$ cat src/sdf_regs.vh
/*
 * Constants of the step/direction front end: timing counts, switch
 * decode tables, software resolution limits and fault codes.
 * Assumes a 50 MHz system clock; included by the design, checker and test files.
 */
`ifndef SDF_REGS_VH
`define SDF_REGS_VH

// Minimum step spacing in 50 MHz cycles: 200 kHz and 100 kHz limits
`define SDF_FILT_FAST_CYC   16'h00FA
`define SDF_FILT_SLOW_CYC   16'h01F4
// One filter parameter step of 1 us, in cycles
`define SDF_FILT_UNIT_CYC   16'h0032

// LED timing: cycles per millisecond tick, flash and pause lengths in ms
`define SDF_MS_CYC          20'h0C350
`define SDF_FLASH_MS        11'h0C8
`define SDF_PAUSE_MS        11'h4B0

// Software steps per revolution
`define SDF_SPR_MIN         16'h00C8
`define SDF_SPR_MAX         16'hC350
`define SDF_SPR_STEP        16'h0032
`define SDF_SPR_RST         16'h2710

// Steps per revolution, switch four on, codes 1..7
`define SDF_SPR_A1          16'h0320
`define SDF_SPR_A2          16'h0640
`define SDF_SPR_A3          16'h0C80
`define SDF_SPR_A4          16'h1900
`define SDF_SPR_A5          16'h3200
`define SDF_SPR_A6          16'h6400
`define SDF_SPR_A7          16'hC800

// Steps per revolution, switch four off, codes 0..7
`define SDF_SPR_B0          16'h03E8
`define SDF_SPR_B1          16'h07D0
`define SDF_SPR_B2          16'h0FA0
`define SDF_SPR_B3          16'h1388
`define SDF_SPR_B4          16'h1F40
`define SDF_SPR_B5          16'h2710
`define SDF_SPR_B6          16'h4E20
`define SDF_SPR_B7          16'h9C40

// Fault flash counts
`define SDF_CODE_NONE       3'h0
`define SDF_CODE_OVERCUR    3'h1
`define SDF_CODE_VREF       3'h2
`define SDF_CODE_PARAM      3'h3
`define SDF_CODE_OVERVOLT   3'h4
`define SDF_CODE_FOLLOW     3'h5

`endif

$ cat src/sdf_front.v
/*
 * Command front end of a closed-loop stepper drive: step/direction or
 * CW/CCW decode, enable sense, pulse rate filter, DIP switch resolution
 * decode, alarm and in-position open-collector outputs, fault LED.
 * Assumes all inputs synchronous to sys_clk; open-collector pins are
 * resolved outside from their enables.
 */
// Contract
// - LED flashes 1..5 times for overcurrent, vref, upload, overvoltage, following error.
// - Alarm output is off normally, conducts while overvoltage or overcurrent active.
// - In-position output conducts when actual position equals commanded position.
// - Sinking wiring: enable input high runs the drive, low disables it.
// - Sourcing or differential wiring inverts enable sense; low enables.
// - Step/direction mode: direction level selects rotation for following steps.
// - One step per active pulse edge; rising or falling chosen by setting.
// - All resolution switches on selects the stored software setting, also default.
// - Software resolution accepts only multiples of 50 from 200 to 50000.
// - Switch four on: codes 1..7 give 800 up to 51200 steps.
// - Switch four off: codes 0..7 give 1000 up to 40000 steps.
// - Switch five off selects step/direction, on selects CW/CCW pulses.
// - Switch six sets base direction, off CCW, on CW.
// - Switch seven off limits pulses to 200 kHz, on to 100 kHz.
// - Filter switch acts only while filter parameter is zero.
// - Switch eight turns pulse smoothing off or on.
`timescale 1ns/100ps
`default_nettype none
`include "sdf_regs.vh"

module sdf_front #(
    parameter MS_CYC    = `SDF_MS_CYC,
    parameter POS_W     = 32
) (
    input  wire             sys_clk,
    input  wire             rst,
    input  wire             step_pulse_in,
    input  wire             direction_in,
    input  wire             drive_enable_in,
    input  wire             input_wiring_sourcing,
    input  wire [3:0]       resolution_switches,
    input  wire             pulse_mode_switch,
    input  wire             direction_invert_switch,
    input  wire             pulse_filter_switch,
    input  wire             pulse_smoothing_switch,
    input  wire [7:0]       filter_param,
    input  wire             edge_falling_sel,
    input  wire [15:0]      sw_steps_rev,
    input  wire             sw_steps_wr,
    input  wire             fault_overcurrent,
    input  wire             fault_vref,
    input  wire             fault_param_upload,
    input  wire             fault_overvoltage,
    input  wire             fault_following,
    input  wire [POS_W-1:0] actual_position,
    output reg              fault_out_oe,
    output reg              in_position_out_oe,
    output reg              fault_led,
    output reg              drive_run,
    output reg              step_out,
    output reg              step_cw,
    output reg  [POS_W-1:0] target_position,
    output reg  [15:0]      steps_per_rev,
    output reg              sw_steps_reject,
    output reg              smoothing_on
);

    localparam [3:0] LED_IDLE  = 4'h1;
    localparam [3:0] LED_ON    = 4'h2;
    localparam [3:0] LED_OFF   = 4'h4;
    localparam [3:0] LED_PAUSE = 4'h8;

    localparam [15:0] FILT_FAST = `SDF_FILT_FAST_CYC;
    localparam [15:0] FILT_SLOW = `SDF_FILT_SLOW_CYC;
    localparam [15:0] FILT_UNIT = `SDF_FILT_UNIT_CYC;
    localparam [10:0] FLASH_MS  = `SDF_FLASH_MS;
    localparam [10:0] PAUSE_MS  = `SDF_PAUSE_MS;
    localparam [19:0] MS_LAST   = MS_CYC[19:0] - 20'h00001;

    ////////////////////////////////////////////////////////////////////
    // Enable sense and input edges

    reg         pulse_prev;
    reg         dir_prev;
    wire        next_run;
    wire        pulse_edge;
    wire        dir_edge;

    assign next_run = input_wiring_sourcing ? ~drive_enable_in
                                            : drive_enable_in;

    assign pulse_edge = edge_falling_sel ? (pulse_prev & ~step_pulse_in)
                                         : (~pulse_prev & step_pulse_in);
    assign dir_edge   = edge_falling_sel ? (dir_prev & ~direction_in)
                                         : (~dir_prev & direction_in);

    always @(posedge sys_clk or posedge rst) begin
        if (rst) begin
            pulse_prev <= 1'b0;
            dir_prev   <= 1'b0;
            drive_run  <= 1'b0;
        end else begin
            pulse_prev <= step_pulse_in;
            dir_prev   <= direction_in;
            drive_run  <= next_run;
        end
    end

    ////////////////////////////////////////////////////////////////////
    // Pulse rate filter

    reg  [15:0] gap_cnt;
    reg  [15:0] min_gap;
    wire [23:0] param_gap;
    wire        gap_ok;

    assign param_gap = filter_param * FILT_UNIT;
    assign gap_ok    = (gap_cnt >= min_gap);

    always @* begin
        if (filter_param != 8'h00) begin
            min_gap = param_gap[15:0];
        end else if (pulse_filter_switch) begin
            min_gap = FILT_SLOW;
        end else begin
            min_gap = FILT_FAST;
        end
    end

    ////////////////////////////////////////////////////////////////////
    // Step and direction decode

    reg  next_step;
    reg  next_cw;

    always @* begin
        next_step = 1'b0;
        next_cw   = step_cw;
        if (next_run && gap_ok) begin
            if (!pulse_mode_switch) begin
                next_step = pulse_edge;
                next_cw   = direction_in ~^ direction_invert_switch;
            end else if (pulse_edge) begin
                next_step = 1'b1;
                next_cw   = direction_invert_switch;
            end else if (dir_edge) begin
                next_step = 1'b1;
                next_cw   = ~direction_invert_switch;
            end
        end
    end

    always @(posedge sys_clk or posedge rst) begin
        if (rst) begin
            gap_cnt         <= 16'hFFFF;
            step_out        <= 1'b0;
            step_cw         <= 1'b0;
            target_position <= {POS_W{1'b0}};
        end else begin
            step_out <= next_step;
            step_cw  <= next_cw;
            if (next_step) begin
                gap_cnt <= 16'h0001;
                if (next_cw) begin
                    target_position <= target_position + 1'b1;
                end else begin
                    target_position <= target_position - 1'b1;
                end
            end else if (gap_cnt != 16'hFFFF) begin
                gap_cnt <= gap_cnt + 16'h0001;
            end
        end
    end

    ////////////////////////////////////////////////////////////////////
    // Resolution

    reg  [15:0] sw_spr;
    reg  [15:0] next_spr;
    wire [2:0]  res_code;
    wire        sw_valid;

    // Switch on reads as 1; code is resolution_switches[2:0] inverted
    assign res_code = ~resolution_switches[2:0];
    assign sw_valid = (sw_steps_rev >= `SDF_SPR_MIN) &&
                      (sw_steps_rev <= `SDF_SPR_MAX) &&
                      ((sw_steps_rev % `SDF_SPR_STEP) == 16'h0000);

    always @* begin
        if (resolution_switches[3]) begin
            case (res_code)
                3'h0:    next_spr = sw_spr;
                3'h1:    next_spr = `SDF_SPR_A1;
                3'h2:    next_spr = `SDF_SPR_A2;
                3'h3:    next_spr = `SDF_SPR_A3;
                3'h4:    next_spr = `SDF_SPR_A4;
                3'h5:    next_spr = `SDF_SPR_A5;
                3'h6:    next_spr = `SDF_SPR_A6;
                default: next_spr = `SDF_SPR_A7;
            endcase
        end else begin
            case (res_code)
                3'h0:    next_spr = `SDF_SPR_B0;
                3'h1:    next_spr = `SDF_SPR_B1;
                3'h2:    next_spr = `SDF_SPR_B2;
                3'h3:    next_spr = `SDF_SPR_B3;
                3'h4:    next_spr = `SDF_SPR_B4;
                3'h5:    next_spr = `SDF_SPR_B5;
                3'h6:    next_spr = `SDF_SPR_B6;
                default: next_spr = `SDF_SPR_B7;
            endcase
        end
    end

    always @(posedge sys_clk or posedge rst) begin
        if (rst) begin
            sw_spr          <= `SDF_SPR_RST;
            sw_steps_reject <= 1'b0;
            steps_per_rev   <= `SDF_SPR_RST;
            smoothing_on    <= 1'b0;
        end else begin
            sw_steps_reject <= sw_steps_wr & ~sw_valid;
            if (sw_steps_wr && sw_valid) begin
                sw_spr <= sw_steps_rev;
            end
            steps_per_rev <= next_spr;
            smoothing_on  <= pulse_smoothing_switch;
        end
    end

    ////////////////////////////////////////////////////////////////////
    // Alarm and in-position outputs

    always @(posedge sys_clk or posedge rst) begin
        if (rst) begin
            fault_out_oe       <= 1'b0;
            in_position_out_oe <= 1'b0;
        end else begin
            fault_out_oe       <= fault_overcurrent | fault_overvoltage;
            in_position_out_oe <= (actual_position == target_position);
        end
    end

    ////////////////////////////////////////////////////////////////////
    // Fault LED flasher

    reg  [19:0] ms_div;
    reg         ms_tick;
    reg  [3:0]  led_state;
    reg  [10:0] led_ms;
    reg  [2:0]  flash_left;
    reg  [2:0]  fault_code;

    // Lowest flash count wins when several faults stand together
    always @* begin
        if (fault_overcurrent) begin
            fault_code = `SDF_CODE_OVERCUR;
        end else if (fault_vref) begin
            fault_code = `SDF_CODE_VREF;
        end else if (fault_param_upload) begin
            fault_code = `SDF_CODE_PARAM;
        end else if (fault_overvoltage) begin
            fault_code = `SDF_CODE_OVERVOLT;
        end else if (fault_following) begin
            fault_code = `SDF_CODE_FOLLOW;
        end else begin
            fault_code = `SDF_CODE_NONE;
        end
    end

    always @(posedge sys_clk or posedge rst) begin
        if (rst) begin
            ms_div  <= 20'h00000;
            ms_tick <= 1'b0;
        end else begin
            ms_tick <= (ms_div == MS_LAST);
            if (ms_div == MS_LAST) begin
                ms_div <= 20'h00000;
            end else begin
                ms_div <= ms_div + 20'h00001;
            end
        end
    end

    always @(posedge sys_clk or posedge rst) begin
        if (rst) begin
            led_state  <= LED_IDLE;
            led_ms     <= 11'h000;
            flash_left <= 3'h0;
            fault_led  <= 1'b0;
        end else begin
            case (led_state)
                LED_IDLE: begin
                    fault_led <= 1'b0;
                    if (fault_code != `SDF_CODE_NONE && ms_tick) begin
                        flash_left <= fault_code;
                        led_ms     <= FLASH_MS;
                        fault_led  <= 1'b1;
                        led_state  <= LED_ON;
                    end
                end
                LED_ON: begin
                    if (ms_tick) begin
                        led_ms <= led_ms - 11'h001;
                        if (led_ms == 11'h001) begin
                            fault_led  <= 1'b0;
                            flash_left <= flash_left - 3'h1;
                            if (flash_left == 3'h1) begin
                                led_ms    <= PAUSE_MS;
                                led_state <= LED_PAUSE;
                            end else begin
                                led_ms    <= FLASH_MS;
                                led_state <= LED_OFF;
                            end
                        end
                    end
                end
                LED_OFF: begin
                    if (ms_tick) begin
                        led_ms <= led_ms - 11'h001;
                        if (led_ms == 11'h001) begin
                            led_ms    <= FLASH_MS;
                            fault_led <= 1'b1;
                            led_state <= LED_ON;
                        end
                    end
                end
                LED_PAUSE: begin
                    if (ms_tick) begin
                        led_ms <= led_ms - 11'h001;
                        if (led_ms == 11'h001) begin
                            led_state <= LED_IDLE;
                        end
                    end
                end
                default: begin
                    fault_led <= 1'b0;
                    led_state <= LED_IDLE;
                end
            endcase
        end
    end

endmodule

`default_nettype wire

$ cat config.mk
export PLATFORM = sky130hd
export DESIGN_NAME = sdf_front
export DESIGN_NICKNAME = d
export VERILOG_FILES = /design/src/sdf_front.v
export VERILOG_INCLUDE_DIRS = /design/src
export SDC_FILE = /design/constraint.sdc
export NUM_CORES = 1
export LEC_CHECK = 0
export BUFFER_PORTS_ARGS = -buffer_cell sky130_fd_sc_hd__clkbuf_2
export CAP_MARGIN = 40
export CORE_UTILIZATION = 45
export DETAILED_ROUTE_END_ITERATION = 6
export MAX_ROUTING_LAYER = met4
export PLACE_DENSITY = 0.62
export SLEW_MARGIN = 20
export SYNTH_ARGS = -nofsm -noshare
export SYNTH_HDL_FRONTEND = slang
export SYNTH_SLANG_ARGS = --single-unit
$ cat constraint.sdc
create_clock -name sys_clk -period 8.47 [get_ports sys_clk]
set_input_delay 0.847 -clock sys_clk [delete_from_list [all_inputs] [get_ports sys_clk]]
set_output_delay 0.847 -clock sys_clk [all_outputs]
set_load 0.02 [all_outputs]
# Yosys cells after proc, flatten, opt, wreduce, memory -nomap -nowiden
# Cells that the tools add are included.
# classes
n_addsub	6
mul	1
div_mod_pow	1
n_lt_le_gt_ge	3
n_eq_ne	22
n_mux	52
bitwise_logic	16
n_reduce_logical	16
# op_table
op	n
16-bit case mux with 7 select lines	2
11-bit 2-to-1 mux	7
16-bit 2-to-1 mux	3
11-bit case mux with 4 select lines	1
32-bit by 1-bit adder with 32-bit output, second input constant	1
32-bit equality test	1
32-bit 2-to-1 mux	1
4-bit 2-to-1 mux	8
32-bit by 1-bit subtractor with 32-bit output, second input constant	1
3-bit 2-to-1 mux	8
20-bit by 1-bit adder with 20-bit output, second input constant	1
20-bit by 16-bit equality test with 1-bit output, second input constant	1
20-bit 2-to-1 mux	1
16-bit by 1-bit adder with 16-bit output, second input constant	1
16-bit >= comparator	1
16-bit by 8-bit >= comparator with 1-bit output, second input constant	1
16-bit less-or-equal comparator, second input constant	1
16-bit logical NOT	1
16-bit by 6-bit remainder unit with 16-bit output, second input constant	1
1-bit 2-to-1 mux	16
16-bit != test, second input constant	1
4-bit case mux with 4 select lines	1
14-bit 2-to-1 mux	1
2-bit != test, second input constant	7
28 further kinds	49
# word_totals
register_bits	129
input_bits	77
output_inout_bits	56
elab_cells	136

# Longest topological paths before layout
# logic_depth
word_depth	9
depth_mapped	51
depth_no_buf	51

# Worst setup path before layout
# No wires, ideal clock.
# synth_path
path_type	input port to flip-flop
start	input port filter_param[2]
end	register target_position[31]
setup_ns	0.130
arrival_ns	8.657
required_time_ns	8.340
setup_slack_ns	-0.317
cell_stages	45
path_buffers	0
cell_sequence	inv_1 > ha_1 > ha_1 > inv_1 > fa_1 > inv_1 > ha_1 > a21o_1 > a21oi_1 > o21bai_1 > a21oi_1 > o21bai_1 > a21oi_1 > xnor2_1 > nand2_1 > ha_1 > o21ai_0 > a21boi_0 > (+9 left out) > a21oi_1 > o21ai_0 > a21oi_1 > o21ai_0 > a21oi_1 > o21ai_0 > a21oi_1 > nand2b_1 > a2111oi_0 > o31ai_1 > o211ai_1 > a31oi_1 > nor2b_1 > o21ai_0 > a21oi_1 > xnor2_1 > nand2_1 > xnor2_1
# synth_between
elab_chain_len	6
elab_cells_between_ends	8
classes_between	1 x mul; 1 x order compare; 4 x mux; 2 x reduce/logical
# synth_lines
item	line_no	text
start, declared	sdf_front.v:44	input wire [7:0] filter_param,
8-bit by 5-bit multiplier with 13-bit output or 8-bit nonzero test (tied branches)	sdf_front.v:115, sdf_front.v:119	
14-bit 2-to-1 mux (*)	sdf_front.v:119	if (filter_param != 8'h00) begin
16-bit >= comparator (*)	sdf_front.v:116	assign gap_ok = (gap_cnt >= min_gap);
1-bit logical AND (*)	sdf_front.v:137	if (next_run && gap_ok) begin
1-bit 2-to-1 mux (*)	sdf_front.v:137	
net next_cw	sdf_front.v:132	reg next_cw;
32-bit 2-to-1 mux (*)	sdf_front.v:162	if (next_cw) begin
end signal, assigned	sdf_front.v:156	target_position <= {POS_W{1'b0}};
end signal, assigned	sdf_front.v:163	target_position <= target_position + 1'b1;
end signal, assigned	sdf_front.v:165	target_position <= target_position - 1'b1;
end, declared	sdf_front.v:60	output reg [POS_W-1:0] target_position,
# The timed path passes the listed nets; every way through them passes the cells marked *.
# A chain may end at the register's enable or synchronous reset.

# Worst setup path after layout
# layout_path
start	input port sw_steps_rev[12]
end	register sw_spr[14]
# layout_between
elab_chain_len	4
elab_cells_between_ends	7
classes_between	1 x div; 2 x order compare; 4 x reduce/logical
# layout_lines
item	line_no	text
start, declared	sdf_front.v:46	input wire [15:0] sw_steps_rev,
16-bit by 6-bit remainder unit with 16-bit output (no source line) (tied with other cells)	n/a	
16-bit logical NOT or 1-bit logical AND (tied branches)	sdf_front.v:185, sdf_front.v:183	
1-bit logical AND (*)	sdf_front.v:183	assign sw_valid = (sw_steps_rev >= `SDF_SPR_MIN) &&
1-bit logical AND (*)	sdf_front.v:221	if (sw_steps_wr && sw_valid) begin
end signal, assigned	sdf_front.v:215	sw_spr <= `SDF_SPR_RST;
end signal, assigned	sdf_front.v:222	sw_spr <= sw_steps_rev;
end, declared	sdf_front.v:176	reg [15:0] sw_spr;
# Every way passes the cells marked *; elsewhere a longest branch is shown, timed or not.

==> impl.org <==
** Status
- The flow ran to the end, and the final reports show no timing, DRC or antenna violations.

** Worst setup path
- Worst-path fanout max :: 11
- The worst setup path is captured at a flop.
- Slowest stage cell on the critical path :: a2111o_1
- Required time reported for the critical path endpoint :: 8780 ps
- The worst register-to-register path begins at gap_cnt[1].
- STA puts the critical path data arrival time at a little over 8000 ps.
- The worst register-to-register path has a setup slack of 1460 ps.
- Type of the worst setup path :: in2reg
- Critical path startpoint category :: input pin
- The cell that appears most often on the critical path is buf_4.
- On the worst path, the slowest cell contributes a delay of 500 ps.
- Launch point of the worst path :: sw_steps_rev[12]

** Power
- Overall power after layout :: 4850 uW
- The analysis attributes to net switching a power of 2140 uW.
- The worst-case IR drop observed on VDD is between 0.0002 and 0.00025 V.
- Internal power consumption :: 2710 uW
- Comb power frac :: 64.8%
- Power share of the clock group :: between 10% and 20%
- Sw Ratio :: 44.2%
- Power per unit of standard cell area :: 358 mW/mm^2
- Of the total power, registers draw between 15 and 20%.
- For this design the static power due to leakage is 0.00624 uW.

** Die
- Floorplan die height :: approximately 160 um
- Row Count :: 57
- The floorplan step set the die width to 159 um.
- 133 I/O pins were placed.
- For this configuration, the core starts out at a cell density of 45.8%.
- Standard cell core area :: 0.0243 mm^2
- Total die area :: 0.0254 mm^2

** Global route
- Vias in the first global route :: 9378
- Global routing finished with a remaining overflow of 0.
- Global-route wire length before repair :: 46700 um
- Entering global routing, the biggest net connects 62 pins.
- For this run, the total global-route usage over all layers was measured as a little under a quarter.
- Initial antenna violation count :: 0

** Logic synthesis
- Most used standard cells in the synthesized netlist :: 111 x nand2_1, 102 x dfrtp_1, 99 x nor2_1
- After synthesis, the largest area contributor takes up 22.9% of total cell area.
- Synth area leader :: dfrtp_1
- Count of unique library cells instantiated by Yosys :: 112
- Flip-flop and latch count after synthesis :: 129
- Largest cells by area after synthesis :: dfrtp_1 23%, ha_1 9.3%, dfstp_2 6.4%
- The cell area that synthesis handed to floorplanning was roughly 0.011 mm^2.
- Part of the Yosys area used for sequential elements :: 29.3%
- Async set-or-reset flop fraction in the synthesized netlist :: 100%
- The number of nets in the synthesized netlist is 1460.
- Among all flip-flop cells after synthesis, the most frequent one is dfrtp_1.
- Syn Area/Cell :: 8.59 um^2
- Most common cell in the netlist :: nand2_1
- Synthesis produced around 1300 cells.
- Yosys mapped a number of flops with a built-in enable equal to 0.
- Warnings from Yosys :: 0

** Clock network
- For this design, the CTS-stage hold fixing added 0 buffers.
- The tree is rooted in a clkbuf_16.
- TritonCTS built the clock tree.
- Clock latency of the later-clocked register in the worst-skew pair :: 430 ps
- After clock tree synthesis, the clock-pin slew on the worst setup and hold paths is 70 ps.
- For this design, the sink count on the clock tree is 129.
- Count of H-tree levels built during CTS :: 4
- In this run, CTS created clock tree buffers numbering 17.
- Buffer levels on the longest clock path :: 2

** Timing
- The number of endpoints with negative hold slack in the final report was 0.
- Time the worst path needs with I/O delays and setup :: about 8000 ps
- The number of pins exceeding their max-slew limit in the final report is 0.
- At the pin with the least slew margin, the transition time is roughly 790 ps.
- Setup violations remaining at the end of the flow were counted as 0.
- Min setup slack post-route :: 513 ps
- RSZ-0062 raised after global routing :: true
- Final Skew :: between 10 and 15 ps
- After routing, the total negative slack on setup checks comes to 0 ps.
- Final Hold Slack :: 461 ps
- The worst path uses 93.9% of the clock period.
- Maximum clock rate :: 0.126 GHz
- Measured against its own limit, the worst slew margin works out to a little under half.

** Cells and area
- Synthesis-to-finish area growth :: 21.6%
- In the final design database the tool counted 1661 nets.
- The finished cells cover 0.0135 mm^2.
- Fraction of layout instances using a drive strength above 1 :: between 20% and 30%
- The repair_antennas step left the layout with diodes totalling 0.

** Worst hold path
- Worst Hold Class :: in2async

** Place
- Detailed placement ended at an HPWL of 21600 um.
- Input/output buffers :: 132
- Once placement finished, the instance area stood at 0.0128 mm^2.
- Pre-CTS WS :: -280 ps
- At the end of routability-driven placement, the weighted congestion stood at 0.911.

** Route
- The final layout contains routed wiring with a total length of 28100 um.
- Final ANT Viol Nets :: 0
- Before antenna repair, the detailed router went through 5 iterations.
- Iteration-0 DRC count of the detailed router :: 583
- In the routed design, unresolved DRC markers number 0.
- Drt via density :: around 5.5
- In the final routed layout, each cell accounts on average for 15.3 um.
- Detailed routing inserted a total of 10100 vias.

** Job
- Across the run, the number of max-cap violations was 0.
==> power by group through the flow <==
stage	clock, uW	sequential, uW	combinational (uW)
final	756	949	3150
after global routing	797	972	3490
after CTS	768	950	3040
after detailed placement	0	959	3020
after global placement	0	958	2970
after floorplan	0	999	2060
==> sequential cells by signal, indices dropped and copies added, names as in the netlist, 3 cells and up <==
register / flops
target_position: 32
ms_div: 20
gap_cnt: 16
steps_per_rev: 16
sw_spr: 16
led_ms: 11
led_state: 4
flash_left: 3
==> worst paths after layout <==
kind	endpoint	depth (start not counted)
min reg2reg	steps_per_rev[0]	1
min in group sys_clk	steps_per_rev[0]	1
max reg2reg	target_position[31]	49
min	led_state[1]	2
max	sw_spr[14]	32
max in group asynchronous	gap_cnt[14]	4
==> cell usage in the layout (no fill, tap or decap), types with 22 or more instances in the layout <==
master,n
xnor2_1,49
xor2_1,57
ha_1,77
dfstp_2,27
nand3_1,34
inv_1,73
dfrtp_1,102
nor2b_1,22
o21ai_0,79
nor2_1,98
clkbuf_2,132
nor4_1,22
nand2_1,110
nor3_1,39
buf_4,94
a21oi_1,72
==> worst max-delay path: cells and delay by family <==
| kind | cells | cell delay (ps) |
|---|---|---|
| compound gates | 15 | 3780 |
| mux | 1 | 310 |
| fa+ha+maj | 1 | 160 |
| buf+inv | 6 | 900 |
| xor+xnor | 1 | 140 |
| simple gates | 8 | 2100 |
==> layout make-up <==
cell class / count / area [um^2]
Clock buffer: 17 / 425
Clock inverter: 15 / 171
Fill cell: 2264 / 10800
Inverter: 77 / 298
Multi-Input combinational cell: 1042 / 7540
Sequential cell: 129 / 3260
Tap cell: 324 / 405
Timing Repair Buffer: 230 / 1450
==> cell families (layout without fill, tap and decap cells) <==
group	Yosys count	after routing	share of synthesized area [%]
simple gates	443	443	20.3
compound gates	376	376	23.8
flops	129	129	29.3
buf+inv	125	339	4.75
xor+xnor	108	108	8.63
fa+ha+maj	87	87	10.0
mux	28	28	3.18
==> layer usage <==
layer | wire, um | track usage [%] | vias up
met5 | 0 | - | -
met4 | 303 | 5.73 | 0
met3 | 792 | 2.94 | 24
met2 | 12600 | 34.8 | 162
met1 | 14400 | 32.7 | 4770
li1 | - | - | 5124
==> what timing repair did <==
item	CTS	global route
gates resized for setup	0	41
endpoints found under the setup margin	0	23
setup buffers	0	2
==> through the flow <==
step	utilization [%]	instances
final	55.7	1834
after floorplan	-	1296
after CTS	54.9	1832
after global routing	55.7	1834
after detailed placement	52.5	1800
after global placement	52.3	1798
(Power assumes the default switching activity.)
